<file path="src/hw/uwl_pkg.sv">
// shared constants and carriers for the unaligned word load merge
package uwl_pkg;
	// ----------------------------------------
	// instruction encoding
	// ----------------------------------------
	localparam logic [5:0] OP_LOAD_WORD_LEFT = 6'h22;
	localparam logic [5:0] OP_LOAD_WORD_RIGHT = 6'h26;
	localparam int OPC_HI = 31;
	localparam int OPC_LO = 26;
	localparam int BASE_HI = 25;
	localparam int BASE_LO = 21;
	localparam int TGT_HI = 20;
	localparam int TGT_LO = 16;
	localparam int DISP_HI = 15;
	localparam int DISP_LO = 0;
	// ----------------------------------------
	// widths and constants
	// ----------------------------------------
	localparam int XLEN = 64;
	localparam int WLEN = 32;
	localparam int DISP_W = 16;
	localparam logic [1:0] BYTE_MAX = 2'h3;
	localparam logic [2:0] OFS_ZERO = 3'h0;
	localparam logic [XLEN-1:0] REG_RST = 64'h0000_0000_0000_0000;
	localparam logic [WLEN-1:0] WORD_ZERO = 32'h0000_0000;

	typedef enum logic [1:0] {
		UWL_IDLE = 2'b01,
		UWL_WAIT = 2'b10
	} uwl_state_e;

	// request sent to the memory access path
	typedef struct packed {
		logic [XLEN-1:0] virtual_addr;
		logic [2:0] offset;
		logic [1:0] size;
	} uwl_mem_req_s;

	// result written to the general register file
	typedef struct packed {
		logic [4:0] idx;
		logic [XLEN-1:0] data;
	} uwl_wb_s;
endpackage : uwl_pkg

</file>
<file path="src/hw/uwl_merge.sv">
// load word left / right address, request and byte merge datapath
//
// What this block does
// - decode left/right load opcode, base, target, displacement
// - address is base plus sign-extended displacement
// - fetch only the aligned word holding start
// - right load fills low bytes, keeps high
// - 64-bit mode sign-extends merged word
// - target register forwarded from preceding load
// - no alignment address error ever raised
// - left load, little memory: clear two bits
// - right load, big memory: clear three bits
// - left load size equals low byte index
// - left load upper half copies bit 31 in 64-bit mode only
// - left load fills high bytes, keeps low
`timescale 1ns/100ps
module uwl_merge (
	input wire logic mclk_i,
	input wire logic rst_n_i,
	input wire logic issue_valid_i,
	input wire logic [31:0] issue_instr_i,
	input wire logic [63:0] base_value_i,
	input wire logic [63:0] target_value_i,
	input wire logic mode64_i,
	input wire logic memory_big_endian_flag_i,
	input wire logic core_big_endian_flag_i,
	input wire logic user_byte_order_flip_i,
	input wire logic ld_wb_valid_i,
	input wire uwl_pkg::uwl_wb_s ld_wb_i,
	input wire logic mem_rsp_valid_i,
	input wire logic [63:0] mem_rdata_i,
	output logic issue_ready_o,
	output logic mem_req_valid_o,
	output uwl_pkg::uwl_mem_req_s mem_req_o,
	output logic wb_valid_o,
	output uwl_pkg::uwl_wb_s wb_o
);
	// ----------------------------------------
	// helpers
	// ----------------------------------------
	function automatic logic [31:0] lane_merge(input logic left,
			input logic [1:0] b, input logic [31:0] mw,
			input logic [31:0] old);
		logic [31:0] r;
		logic [1:0] src;
		r = old;
		for (int k = 0; k < 4; k++) begin
			if (left) begin
				src = 2'(k + int'(b) + 1);
				if (k + int'(b) >= int'(uwl_pkg::BYTE_MAX)) begin
					r[8*k +: 8] = mw[8*src +: 8];
				end
			end else begin
				src = 2'(k + int'(b));
				if (k + int'(b) <= int'(uwl_pkg::BYTE_MAX)) begin
					r[8*k +: 8] = mw[8*src +: 8];
				end
			end
		end
		return r;
	endfunction : lane_merge

	// ----------------------------------------
	// decode and address
	// ----------------------------------------
	logic [5:0] opc;
	logic is_left;
	logic accept;
	logic [63:0] virtual_addr_nxt;
	logic [1:0] byte_idx;
	logic [2:0] ofs_nxt;
	logic [1:0] size_nxt;
	logic [4:0] tgt;
	logic [63:0] old_nxt;
	uwl_pkg::uwl_state_e state_r;

	assign opc = issue_instr_i[uwl_pkg::OPC_HI:uwl_pkg::OPC_LO];
	assign is_left = (opc == uwl_pkg::OP_LOAD_WORD_LEFT);
	assign tgt = issue_instr_i[uwl_pkg::TGT_HI:uwl_pkg::TGT_LO];
	assign accept = issue_valid_i && (state_r == uwl_pkg::UWL_IDLE) &&
		(is_left || opc == uwl_pkg::OP_LOAD_WORD_RIGHT);
	// any byte address is legal: no alignment check exists here
	assign virtual_addr_nxt = base_value_i + {{(64 - uwl_pkg::DISP_W)
		{issue_instr_i[uwl_pkg::DISP_HI]}},
		issue_instr_i[uwl_pkg::DISP_HI:uwl_pkg::DISP_LO]};
	assign byte_idx = virtual_addr_nxt[1:0] ^ {2{core_big_endian_flag_i}};

	always_comb begin
		ofs_nxt = virtual_addr_nxt[2:0] ^ {3{user_byte_order_flip_i}};
		if (is_left) begin
			size_nxt = byte_idx;
			if (!memory_big_endian_flag_i) begin
				ofs_nxt[1:0] = uwl_pkg::OFS_ZERO[1:0];
			end
		end else begin
			size_nxt = uwl_pkg::BYTE_MAX - byte_idx;
			if (memory_big_endian_flag_i) begin
				ofs_nxt = uwl_pkg::OFS_ZERO;
			end
		end
	end

	// newest value wins: own result, then other load result, then file
	always_comb begin
		if (wb_valid_o && wb_o.idx == tgt) begin
			old_nxt = wb_o.data;
		end else if (ld_wb_valid_i && ld_wb_i.idx == tgt) begin
			old_nxt = ld_wb_i.data;
		end else begin
			old_nxt = target_value_i;
		end
	end

	// ----------------------------------------
	// control
	// ----------------------------------------
	always_ff @(posedge mclk_i or negedge rst_n_i) begin
		if (!rst_n_i) begin
			state_r <= uwl_pkg::UWL_IDLE;
			issue_ready_o <= 1'b1;
		end else begin
			case (state_r)
				uwl_pkg::UWL_IDLE: begin
					if (accept) begin
						state_r <= uwl_pkg::UWL_WAIT;
						issue_ready_o <= 1'b0;
					end
				end
				uwl_pkg::UWL_WAIT: begin
					if (mem_rsp_valid_i) begin
						state_r <= uwl_pkg::UWL_IDLE;
						issue_ready_o <= 1'b1;
					end
				end
				default: begin
					state_r <= uwl_pkg::UWL_IDLE;
					issue_ready_o <= 1'b1;
				end
			endcase
		end
	end

	// ----------------------------------------
	// memory request and pending operands
	// ----------------------------------------
	logic left_r;
	logic mode64_r;
	logic [1:0] byte_r;
	logic word_r;
	logic [4:0] tgt_r;
	logic [63:0] old_r;

	always_ff @(posedge mclk_i or negedge rst_n_i) begin
		if (!rst_n_i) begin
			mem_req_valid_o <= 1'b0;
			mem_req_o <= '0;
		end else begin
			mem_req_valid_o <= accept;
			if (accept) begin
				mem_req_o.virtual_addr <= virtual_addr_nxt;
				mem_req_o.offset <= ofs_nxt;
				mem_req_o.size <= size_nxt;
			end
		end
	end

	always_ff @(posedge mclk_i or negedge rst_n_i) begin
		if (!rst_n_i) begin
			left_r <= 1'b0;
			mode64_r <= 1'b0;
			byte_r <= 2'h0;
			word_r <= 1'b0;
			tgt_r <= 5'h00;
			old_r <= uwl_pkg::REG_RST;
		end else if (accept) begin
			left_r <= is_left;
			mode64_r <= mode64_i;
			byte_r <= byte_idx;
			word_r <= virtual_addr_nxt[2] ^ core_big_endian_flag_i;
			tgt_r <= tgt;
			old_r <= old_nxt;
		end else if (ld_wb_valid_i && ld_wb_i.idx == tgt_r &&
				state_r == uwl_pkg::UWL_WAIT) begin
			old_r <= ld_wb_i.data;
		end
	end

	// ----------------------------------------
	// merge and write back
	// ----------------------------------------
	logic [63:0] old_use;
	logic [31:0] mem_word;
	logic [31:0] merged;

	// a load landing in the answer cycle is newer than old_r, so it wins
	always_comb begin
		if (ld_wb_valid_i && ld_wb_i.idx == tgt_r &&
				state_r == uwl_pkg::UWL_WAIT) begin
			old_use = ld_wb_i.data;
		end else begin
			old_use = old_r;
		end
	end

	// only the aligned word holding the start byte is used
	assign mem_word = word_r ? mem_rdata_i[63:32] : mem_rdata_i[31:0];
	assign merged = lane_merge(left_r, byte_r, mem_word, old_use[31:0]);

	always_ff @(posedge mclk_i or negedge rst_n_i) begin
		if (!rst_n_i) begin
			wb_valid_o <= 1'b0;
			wb_o <= '0;
		end else begin
			wb_valid_o <= mem_rsp_valid_i && state_r == uwl_pkg::UWL_WAIT;
			if (mem_rsp_valid_i && state_r == uwl_pkg::UWL_WAIT) begin
				wb_o.idx <= tgt_r;
				// 32-bit mode leaves the upper half untouched
				if (mode64_r) begin
					wb_o.data <= {{32{merged[31]}}, merged};
				end else begin
					wb_o.data <= {old_use[63:32], merged};
				end
			end
		end
	end
endmodule : uwl_merge

</file>
<file path="config.mk">
export PLATFORM = sky130hd
export DESIGN_NAME = uwl_merge
export DESIGN_NICKNAME = d
export VERILOG_FILES = /design/src/hw/uwl_pkg.sv /design/src/hw/uwl_merge.sv
export SDC_FILE = /design/constraint.sdc
export NUM_CORES = 1
export LEC_CHECK = 0
export ABC_AREA = 1
export BUFFER_PORTS_ARGS = -buffer_cell sky130_fd_sc_hd__buf_2
export CORE_MARGIN = 2
export CORE_UTILIZATION = 61
export DETAILED_ROUTE_END_ITERATION = 8
export PLACE_DENSITY = 0.89
export SLEW_MARGIN = 25
export SYNTH_ARGS = -nofsm -noshare
export SYNTH_HDL_FRONTEND = slang
export SYNTH_SLANG_ARGS = --single-unit
</file>
<file path="constraint.sdc">
create_clock -name mclk_i -period 8.1 [get_ports mclk_i]
set_clock_uncertainty 0.1 [all_clocks]
set_input_delay 0.405 -clock mclk_i [delete_from_list [all_inputs] [get_ports mclk_i]]
set_output_delay 0.405 -clock mclk_i [all_outputs]
set_load 0.05 [all_outputs]
</file>
==> results_dict.tcl, run 1 <==
set metrics [dict create \
    cpLargestDelayFamily "buffers and inverters" \
    dp_hpwl_um 49370 \
    worst_pin_slew_ps 1096 \
    critPathLaunchType "flop" \
    grt_pass1_vias 20280 \
    maxCapViolCount 0 \
    area_growth_pct 16.57 \
    drtIter0Drc 2251 \
    final_common_cell "nand2_1" \
    fp.dieH_um 182.5 \
    post-route-min-period_ps 5183 \
    path_max_fanout 38 \
    cts_htree_levels 1 \
    place_inst 4046 \
    fillers 2828 \
    syn_nets 3691 \
    setup_viol 0 \
    clkSinkCount 216 \
    die_w_um 182.5 \
    coreArea_um2 31470 \
    totalNegativeSetupSlack_ps 0 \
    critPathBufInv 3 \
    final-hold-violation-count 0 \
    start_util_pct 61.75 \
    status "complete, no violations" \
    seqCellArea_um2 5406 \
    power_density_nw_per_um2 207.6 \
    grt_max_degree 107 \
    finalNetCount 4046 \
    vias 22370 \
    cts-buffers-inserted 26 \
    worstPathArrival_ps 5550 \
    hp-class "in -> reg" \
    ant_nets 0 \
    slew_viol_final 0 \
    antenna_found_initial 10 \
    dieArea_um2 33300 \
    root_buffer "clkbuf_16" \
    end_kind "flop" \
    std_cell_rows 65 \
    relSlewSlack_pct 26.64 \
    finalWirelength_um 66130 \
    overflow 0 \
    timing.final.crit_share_pct 63.98 \
    ys_types 44 \
    cts_tree "built" \
    crit_path_cell_trace "buf_4 -> clkinv_1 -> ha_1 -> xor2_1 -> inv_1 -> o211ai_1 -> nand3_4 -> a21boi_2" \
    synthCells 3319 \
    synth-seq-cells 216 \
    vdd_drop_max_mv 0.2209 \
    max_stage_delay_ps 1020 \
    crit_required_ps 8470 \
    syn_area_per_cell_um2 5.856 \
    clock.fmax_mhz 193.0 \
    yosysWarnings 0 \
    ys_seq_area_share_pct 27.82 \
    clk_latency_ps 550 \
    static-leakage-power_uw 0.01398 \
    place.gp.congestion 1.020 \
    drc 0 \
    drive_gt1_share_pct 15.90 \
    cp_slowest_cell "ha_1" \
    drt_first_pass_iters 6 \
    grt_pass1_wl_um 103700 \
    pin_count 443 \
    clockBufferDepth 3 \
    rsz0062_at_grt "false" \
    synth_area_um2 19430 \
    cts.clk_slew.worst_paths_ps 60 \
    fin_cells 4104 \
    routedWlPerCell_um 16.11 \
    final_util_pct 71.98 \
    port_buffers 437 \
    holdWs_ps 13.27 \
    multiInputGateArea_um2 11340 \
    layout_common_cells "1313 x nand2_1, 574 x inv_1, 435 x buf_2" \
    via_per_inst 5.451 \
    path_class "reg -> reg" \
    grt_usage_pct 38.99 \
]
==> state kept, by name, indices dropped and copies added, names as in the netlist <==
name,flops
tgt_r,5
mode64_r,1
mem_req_valid_o,1
mem_req_o,69
wb_valid_o,1
byte_r,2
word_r,1
old_r,64
wb_o,69
state_r,2
left_r,1
==> cell usage after synthesis, drive strengths merged <==
master / instances / share of area [%]
nand2: 1316 / 25
inv: 579 / 11
o21ai: 253 / 6.5
dfrtp: 215 / 28
nand3: 200 / 5.3
a21oi: 185 / 4.8
nor2: 155 / 3.0
clkbuf: 78 / 1.5
ha: 69 / 4.4
buf: 48 / 1.3
or2: 48 / 1.5
a21boi: 37 / 2.0
xnor2: 33 / 1.5
nand4: 19 / 0.61
and2: 18 / 0.58
nor3: 8 / 0.26
nor4: 7 / 0.26
o211ai: 7 / 0.27
xor2: 7 / 0.32
and3: 6 / 0.19
o21bai: 6 / 0.23
a2bb2oi: 5 / 0.23
nand3b: 4 / 0.15
clkinv: 3 / 0.058
mux2i: 3 / 0.15
o22ai: 3 / 0.097
o31ai: 3 / 0.12
a211oi: 1 / 0.039
dfstp: 1 / 0.14
fa: 1 / 0.10
o21a: 1 / 0.039
==> worst paths after layout <==
kind                                 start            end  slack, ps  cells past startpoint
setup / recovery                 byte_r[0]       wb_o[59]       2920                      8
hold / removal             mem_rsp_valid_i     state_r[1]         10                      2
setup reg to reg                 byte_r[0]       wb_o[59]       2920                      8
hold reg to reg              mem_req_o[67]  mem_req_o[67]        370                      2
max in group asynchronous          rst_n_i  mem_req_o[20]       6230                      3
min in group asynchronous          rst_n_i        wb_o[7]        370                      2
==> report_power, final <==
group | internal, uW | switching (uW) | total, uW
logic | 603 | 1520 | 2120
clock network | 728 | 474 | 1200
registers | 1280 | 107 | 1380
==> logic make-up after synthesis <==
group / after synthesis / synth area share [%]
flops: 216 / 27.82
simple gates: 1781 / 37.35
fa+ha+maj: 70 / 4.545
compound gates: 501 / 14.30
buf+inv: 708 / 14.03
xor+xnor: 40 / 1.803
mux: 3 / 0.1545
==> metrics by stage <==
step                instance area (um2)  setup WS (ps)  power (uW)
CTS                               22620           3393        4668
finish                            22660           2917        4704
floorplan                         19430           5352        2895
global placement                  21730           3447        3426
detailed placement                21730           3416        3460
global route                      22650           2530        4978
==> per-layer routing <==
metal | routed length [um] | track usage, %
met1 | 25680 | 48.39
met2 | 30180 | 64.14
met5 | 0 | 0
met3 | 5521 | 5.149
met4 | 4740 | 25.13
==> repair_timing <==
| action | CTS | global route |
|---|---|---|
| gates resized for setup | 0 | 0 |
| hold buffers | 2 | 0 |
| endpoints found under the hold margin | 85 | 0 |
| setup buffers | 0 | 0 |
==> area by class of cell <==
type,count,area share [%]
Tap cell,402,2.220
Sequential cell,216,23.86
Timing Repair Buffer,453,10.28
Antenna cell,11,0.1215
Clock buffer,36,3.264
Clock inverter,9,0.5578
Multi-Input combinational cell,2395,50.04
Inverter,582,9.654
Note: power is estimated with default switching activity, not from simulation.
==> inputs of run 2 (changes only) <==
--- a/config.mk
+++ b/config.mk
@@ -5,12 +5,12 @@
 export SDC_FILE = /design/constraint.sdc
 export NUM_CORES = 1
 export LEC_CHECK = 0
-export ABC_AREA = 1
+export ABC_AREA = 0
 export BUFFER_PORTS_ARGS = -buffer_cell sky130_fd_sc_hd__buf_2
 export CORE_MARGIN = 2
-export CORE_UTILIZATION = 61
+export CORE_UTILIZATION = 54
 export DETAILED_ROUTE_END_ITERATION = 8
-export PLACE_DENSITY = 0.89
+export PLACE_DENSITY = 0.82
 export SLEW_MARGIN = 25
 export SYNTH_ARGS = -nofsm -noshare
 export SYNTH_HDL_FRONTEND = slang
==> constraint.sdc (replaced) <==
create_clock -name mclk_i -period 5.1 [get_ports mclk_i]
set_clock_uncertainty 0.1 [all_clocks]
set_input_delay 0.255 -clock mclk_i [delete_from_list [all_inputs] [get_ports mclk_i]]
set_output_delay 0.255 -clock mclk_i [all_outputs]
set_load 0.05 [all_outputs]
==> results_dict.tcl, run 2 <==
set metrics [dict create \
    cts_htree_levels 1 \
    finalWirelength_um 52740 \
    dr_wl_met2_um 25040 \
    static-leakage-power_uw 0.009537 \
    relSlewSlack_pct 31.90 \
    antenna_found_initial 4 \
    timing.final.crit_share_pct 72.69 \
    layout_top_registers "mem_req_o (69), wb_o (69), old_r (64)" \
    clock.fmax_mhz 269.8 \
    drive_gt1_share_pct 27.22 \
    end_kind "flop" \
    startpoint "byte_r[1]" \
    grt_usage_pct 33.36 \
    synth-seq-cells 216 \
    grt_pass1_wl_um 81960 \
    ys_types 71 \
    maxCapViolCount 0 \
    clkSinkCount 216 \
    std_cell_rows 62 \
    cts_setup_buffers 0 \
    grt_pass1_vias 15410 \
    overflow 0 \
    critPathLaunchType "flop" \
    ff2ff_setup_slack_ps 1390 \
    layout_common_cells "436 x buf_2, 225 x nand2_1, 213 x dfrtp_1" \
    cts.clk_slew.worst_paths_ps 60 \
    path_max_fanout 32 \
    final_util_pct 67.25 \
    worstPathArrival_ps 4020 \
    final-hold-violation-count 0 \
    pwr-share-seq_pct 32.1 \
    vdd_drop_max_mv 0.3181 \
    yosysMostFrequentCell "nand2_1" \
    vias 15730 \
    area_growth_pct 22.29 \
    synth_flop_cell "dfrtp_1" \
    syn_area_per_cell_um2 8.982 \
    dieArea_um2 30690 \
    synthCells 1762 \
    power_density_nw_per_um2 351.9 \
    drt_first_pass_iters 5 \
    rsz0062_at_grt "false" \
    final_common_cell "buf_2" \
    path_class "reg -> reg" \
    dp_hpwl_um 37260 \
    totalNegativeSetupSlack_ps 0 \
    holdWs_ps 21.39 \
    slew_viol_final 0 \
    status "complete, no violations" \
    clockBufferDepth 3 \
    yosysWarnings 0 \
    pin_count 443 \
    m1WireLength_um 20830 \
    routedWlPerCell_um 20.61 \
    post-route-min-period_ps 3707 \
    ys_async_sr_fraction_pct 100.0 \
    cts-buffers-inserted 24 \
    drtIter0Drc 1298 \
    pwr-share-comb_pct 43.1 \
    r2r_start "byte_r[1]" \
    root_buffer "clkbuf_16" \
    finalNetCount 2531 \
    coreArea_um2 28780 \
    place.gp.congestion 0.9437 \
    synth_area_um2 15830 \
    cts_tree "built" \
    power.share.clock_pct 24.9 \
    synth_common_cells "226 x nand2_1, 215 x dfrtp_1, 174 x a21oi_1, 160 x mux2i_1, 159 x o21ai_0" \
    synth_largest_area_cell "dfrtp_1" \
    netSwitchingFraction_pct 41.07 \
    power.switching_uw 2797 \
    drc 0 \
    ant_nets 0 \
    top_layer_used "met4" \
    wl_met3_um 4396 \
    clk_latency_ps 530 \
    crit_required_ps 5420 \
    hp-class "in -> reg" \
    ys_seq_area_share_pct 34.16 \
    critPathCapture "wb_o[57]" \
    die_w_um 175.2 \
    syn_nets 2134 \
    synth_edf_count 0 \
    start_util_pct 54.99 \
    port_buffers 437 \
    grt_max_degree 190 \
    internal-power_uw 4014 \
    synth_area_leaders "dfrtp_1 34%, mux2i_1 10%, a21oi_1 5.5%" \
    r2r_end "wb_o[57]" \
    netlist.area_leader.share_pct 33.99 \
    worst_pin_slew_ps 1020 \
    via_per_inst 6.148 \
    setup_viol 0 \
    rr_worst_depth 8 \
    fp.dieH_um 175.2 \
]
## run 2: cell types whose count changed in the layout (fill, tap and decap cells not counted), moves of 85 or more
cell	change
a211oi_1	+101
inv_1	-555
mux2i_1	+157
nand2_1	-1088
nand3_1	-184
o21ai_0	-85
## run 2: worst min path at each step
stage,endpoint,start,slack [ps],depth (start not counted)
after floorplan,byte_r[0],rst_n_i,-140,0
after global placement,old_r[13],rst_n_i,220,1
after detailed placement,old_r[13],rst_n_i,230,1
after CTS,old_r[7],ld_wb_i[7],3,3
after global routing,old_r[30],ld_wb_i[30],30,3
final,old_r[15],ld_wb_i[15],20,3
## run 2: area by class of cell
class	instances	area, um2
multi-input combinational	1399	9807
fill	2294	9427
sequential	216	5409
timing repair buffer	498	2825
clock buffer	34	688.2
tap	384	480.5
inverter	20	75.07
clock inverter	4	58.81
antenna	4	10.01
## run 2: power groups by stage
stage	Sequential, uW	Clock [uW]	Combinational, uW
final	2180	1700	2930
after global routing	2210	1790	3150
after CTS	2180	1720	2880
after detailed placement	2200	0	2840
after global placement	2190	0	2790
after floorplan	2640	0	1570
## run 2: layer usage
metal / up-vias / global-route usage [%]
li1: 7208 / -
met4: 0 / 14.24
met5: - / 0
met3: 170 / 6.332
met1: 7511 / 42.33
met2: 843 / 55.73
## run 2: timing repair
item,in CTS,in global routing
endpoints found under the hold margin,142,0
hold buffers,45,0
gates resized for setup,0,0
## run 2: kinds of logic (layout without fill, tap and decap cells)
group / count (synthesis) / after routing / synth area share, %
and+or+nand+nor: 462 / 462 / 12.82
other: 0 / 4 / 0
adders and majority gates: 70 / 70 / 5.581
AOI/OAI and AO/OA: 549 / 549 / 21.17
xor gates and xnor gates: 88 / 88 / 4.870
muxes: 230 / 230 / 17.38
DFF: 216 / 216 / 34.16
buffers and inverters: 147 / 556 / 4.016
## run 2: through the flow
stage / total power (uW) / cell area (um2) / worst slack, ps / instances
global route: 7152 / 19350 / 1257 / 2559
floorplan: 4213 / 15830 / 1819 / 1762
finish: 6811 / 19350 / 1393 / 2559
global placement: 4975 / 18110 / 1347 / 2471
CTS: 6780 / 19310 / 1506 / 2554
detailed placement: 5044 / 18110 / 1362 / 2471
## run 2: critical path: stages (launching register included)
cell and delay [ps]:
dfrtp_1 800, inv_1 530, ha_1 660, mux2i_1 350, mux2i_1 150, o211ai_1 180, buf_4 350, o21ai_0 180
mux2_2 300
==> inputs of run 3 (changes only) <==
--- a/config.mk
+++ b/config.mk
@@ -5,12 +5,12 @@
 export SDC_FILE = /design/constraint.sdc
 export NUM_CORES = 1
 export LEC_CHECK = 0
-export ABC_AREA = 0
+export ABC_AREA = 1
 export BUFFER_PORTS_ARGS = -buffer_cell sky130_fd_sc_hd__buf_2
 export CORE_MARGIN = 2
-export CORE_UTILIZATION = 54
+export CORE_UTILIZATION = 51
 export DETAILED_ROUTE_END_ITERATION = 8
-export PLACE_DENSITY = 0.82
+export PLACE_DENSITY = 0.79
 export SLEW_MARGIN = 25
 export SYNTH_ARGS = -nofsm -noshare
 export SYNTH_HDL_FRONTEND = slang
==> constraint.sdc (replaced) <==
create_clock -name mclk_i -period 3.06 [get_ports mclk_i]
set_clock_uncertainty 0.1 [all_clocks]
set_input_delay 0.153 -clock mclk_i [delete_from_list [all_inputs] [get_ports mclk_i]]
set_output_delay 0.153 -clock mclk_i [all_outputs]
set_load 0.05 [all_outputs]
==> results_dict.tcl, run 3 (synthesis gave the netlist of run 1 again) <==
set metrics [dict create \
    dp_hpwl_um 52000 \
    finalWirelength_um 69760 \
    std_cell_rows 71 \
    critPathLaunchType "flop" \
    vdd_drop_max_mv 0.4396 \
    grt_pass1_vias 20990 \
    pwr-share-seq_pct 28.5 \
    path_max_fanout 61 \
    relSlewSlack_pct 32.78 \
    start_util_pct 51.72 \
    worst_pin_slew_ps 1008 \
    seqCellArea_um2 5406 \
    power.share.clock_pct 24.0 \
    post-route-min-period_ps 2868 \
    fin_total_pwr_uw 12830 \
    finalNetCount 4217 \
    drt_first_pass_iters 6 \
    internal-power_uw 7115 \
    hp-class "in -> reg" \
    routedWlPerCell_um 15.92 \
    holdWs_ps 12.63 \
    drive_gt1_share_pct 15.96 \
    fillers 3475 \
    fp.dieH_um 199.2 \
    grt_usage_pct 34.72 \
    place.gp.congestion 1.015 \
    cp_slowest_cell "dlygate4sd3_1" \
    totalNegativeSetupSlack_ps 0 \
    max_stage_delay_ps 610 \
    crit_path_cell_trace "inv_1 -> nor2_2 -> and3_1 -> nand2_4 -> buf_8 -> a21oi_1 -> o21ai_0 -> o21ai_0 -> dlygate4sd3_1 -> inv_1" \
    drtIter0Drc 2015 \
    clockBufferDepth 3 \
    root_buffer "clkbuf_16" \
    port_buffers 437 \
    drc 0 \
    ant_nets 0 \
    dieArea_um2 39680 \
    crit_required_ps 3410 \
    via_per_inst 5.172 \
    slew_viol_final 0 \
    layout_top_registers "mem_req_o (69), wb_o (69), old_r (64)" \
    final-hold-violation-count 0 \
    cts.clk_slew.worst_paths_ps 60 \
    static-leakage-power_uw 0.01471 \
    timing.final.crit_share_pct 93.73 \
    power.switching_uw 5715 \
    cts_tree "built" \
    pin_count 443 \
    multiInputGateArea_um2 11340 \
    end_kind "flop" \
    clock.fmax_mhz 348.7 \
    design_area_um2 24500 \
    maxCapViolCount 0 \
    layout_common_cells "1313 x nand2_1, 575 x inv_1, 436 x buf_2" \
    setup_viol 0 \
    antenna_found_initial 4 \
    cts_htree_levels 1 \
    vias 22660 \
    die_w_um 199.2 \
    final_common_cell "nand2_1" \
    grt_pass1_wl_um 108200 \
    overflow 0 \
    power_density_nw_per_um2 523.7 \
    pwr-share-comb_pct 47.5 \
    placed_area_um2 22170 \
    worstPathArrival_ps 3220 \
    clkSinkCount 216 \
    area_growth_pct 26.06 \
    status "complete, no violations" \
    coreArea_um2 37580 \
    path_class "reg -> reg" \
    netSwitchingFraction_pct 44.54 \
    grt_max_degree 107 \
    rsz0062_at_grt "false" \
    clk_latency_ps 570 \
    cts-buffers-inserted 26 \
]
[run 3: power groups by stage]
stage               registers [uW]  clock network, uW  logic, uW
floorplan                     4670                  0       2990
global placement              3680                  0       5550
detailed placement            3690                  0       5610
CTS                           3650               3110       5990
global route                  3710               3250       6660
finish                        3660               3080       6090
[run 3: metrics by stage]
stage | std cells | setup slack, ps | utilization [%]
finish | 4381 | 191.9 | 65.20
global route | 4380 | 49.38 | 65.19
CTS | 4376 | 52.76 | 65.12
detailed placement | 4182 | 505.9 | 59.01
global placement | 4182 | 518.3 | 59.01
floorplan | 3319 | 312.5 | -
[run 3: worst max-delay path: cells and delay by family, from the launching register on]
kind	cells	cell delay [ps]
AOI/OAI and AO/OA	3	410
buffers and inverters	4	1030
DFF	1	520
and+or+nand+nor	3	640
[run 3: final timing paths]
check	start	endpoint	slack (ps)	cells after the start
min in group asynchronous	rst_n_i	wb_o[48]	80	2
max reg2reg	state_r[0]	old_r[2]	190	10
max	state_r[0]	old_r[2]	190	10
min	target_value_i[24]	old_r[24]	10	7
max in group asynchronous	rst_n_i	mem_req_o[39]	1770	3
min reg2reg	mem_req_o[50]	mem_req_o[50]	380	2
[run 3: what timing repair did]
item,4_1_cts,5_1_grt
hold endpoints to repair,225,0
resized for setup,0,6
setup endpoints to repair,0,27
hold buffers,146,0
setup buffers,0,0
[run 3: area by class of cell]
cell class / count / area share (%)
multi-input combinational: 2395 / 46.28
sequential: 216 / 22.07
timing repair buffer: 624 / 16.63
inverter: 582 / 8.953
clock buffer: 38 / 3.044
tap: 511 / 2.610
clock inverter: 10 / 0.3626
antenna: 5 / 0.05107
[run 3: layer usage]
metal	global-route usage (%)	up-vias	part of all wire [%]	wire (um)
li1	-	11280	-	-
met1	43.47	10080	40	27650
met2	57.58	1078	46	32030
met3	4.979	215	8.5	5919
met4	19.35	0	6.0	4156
met5	0	-	0	0
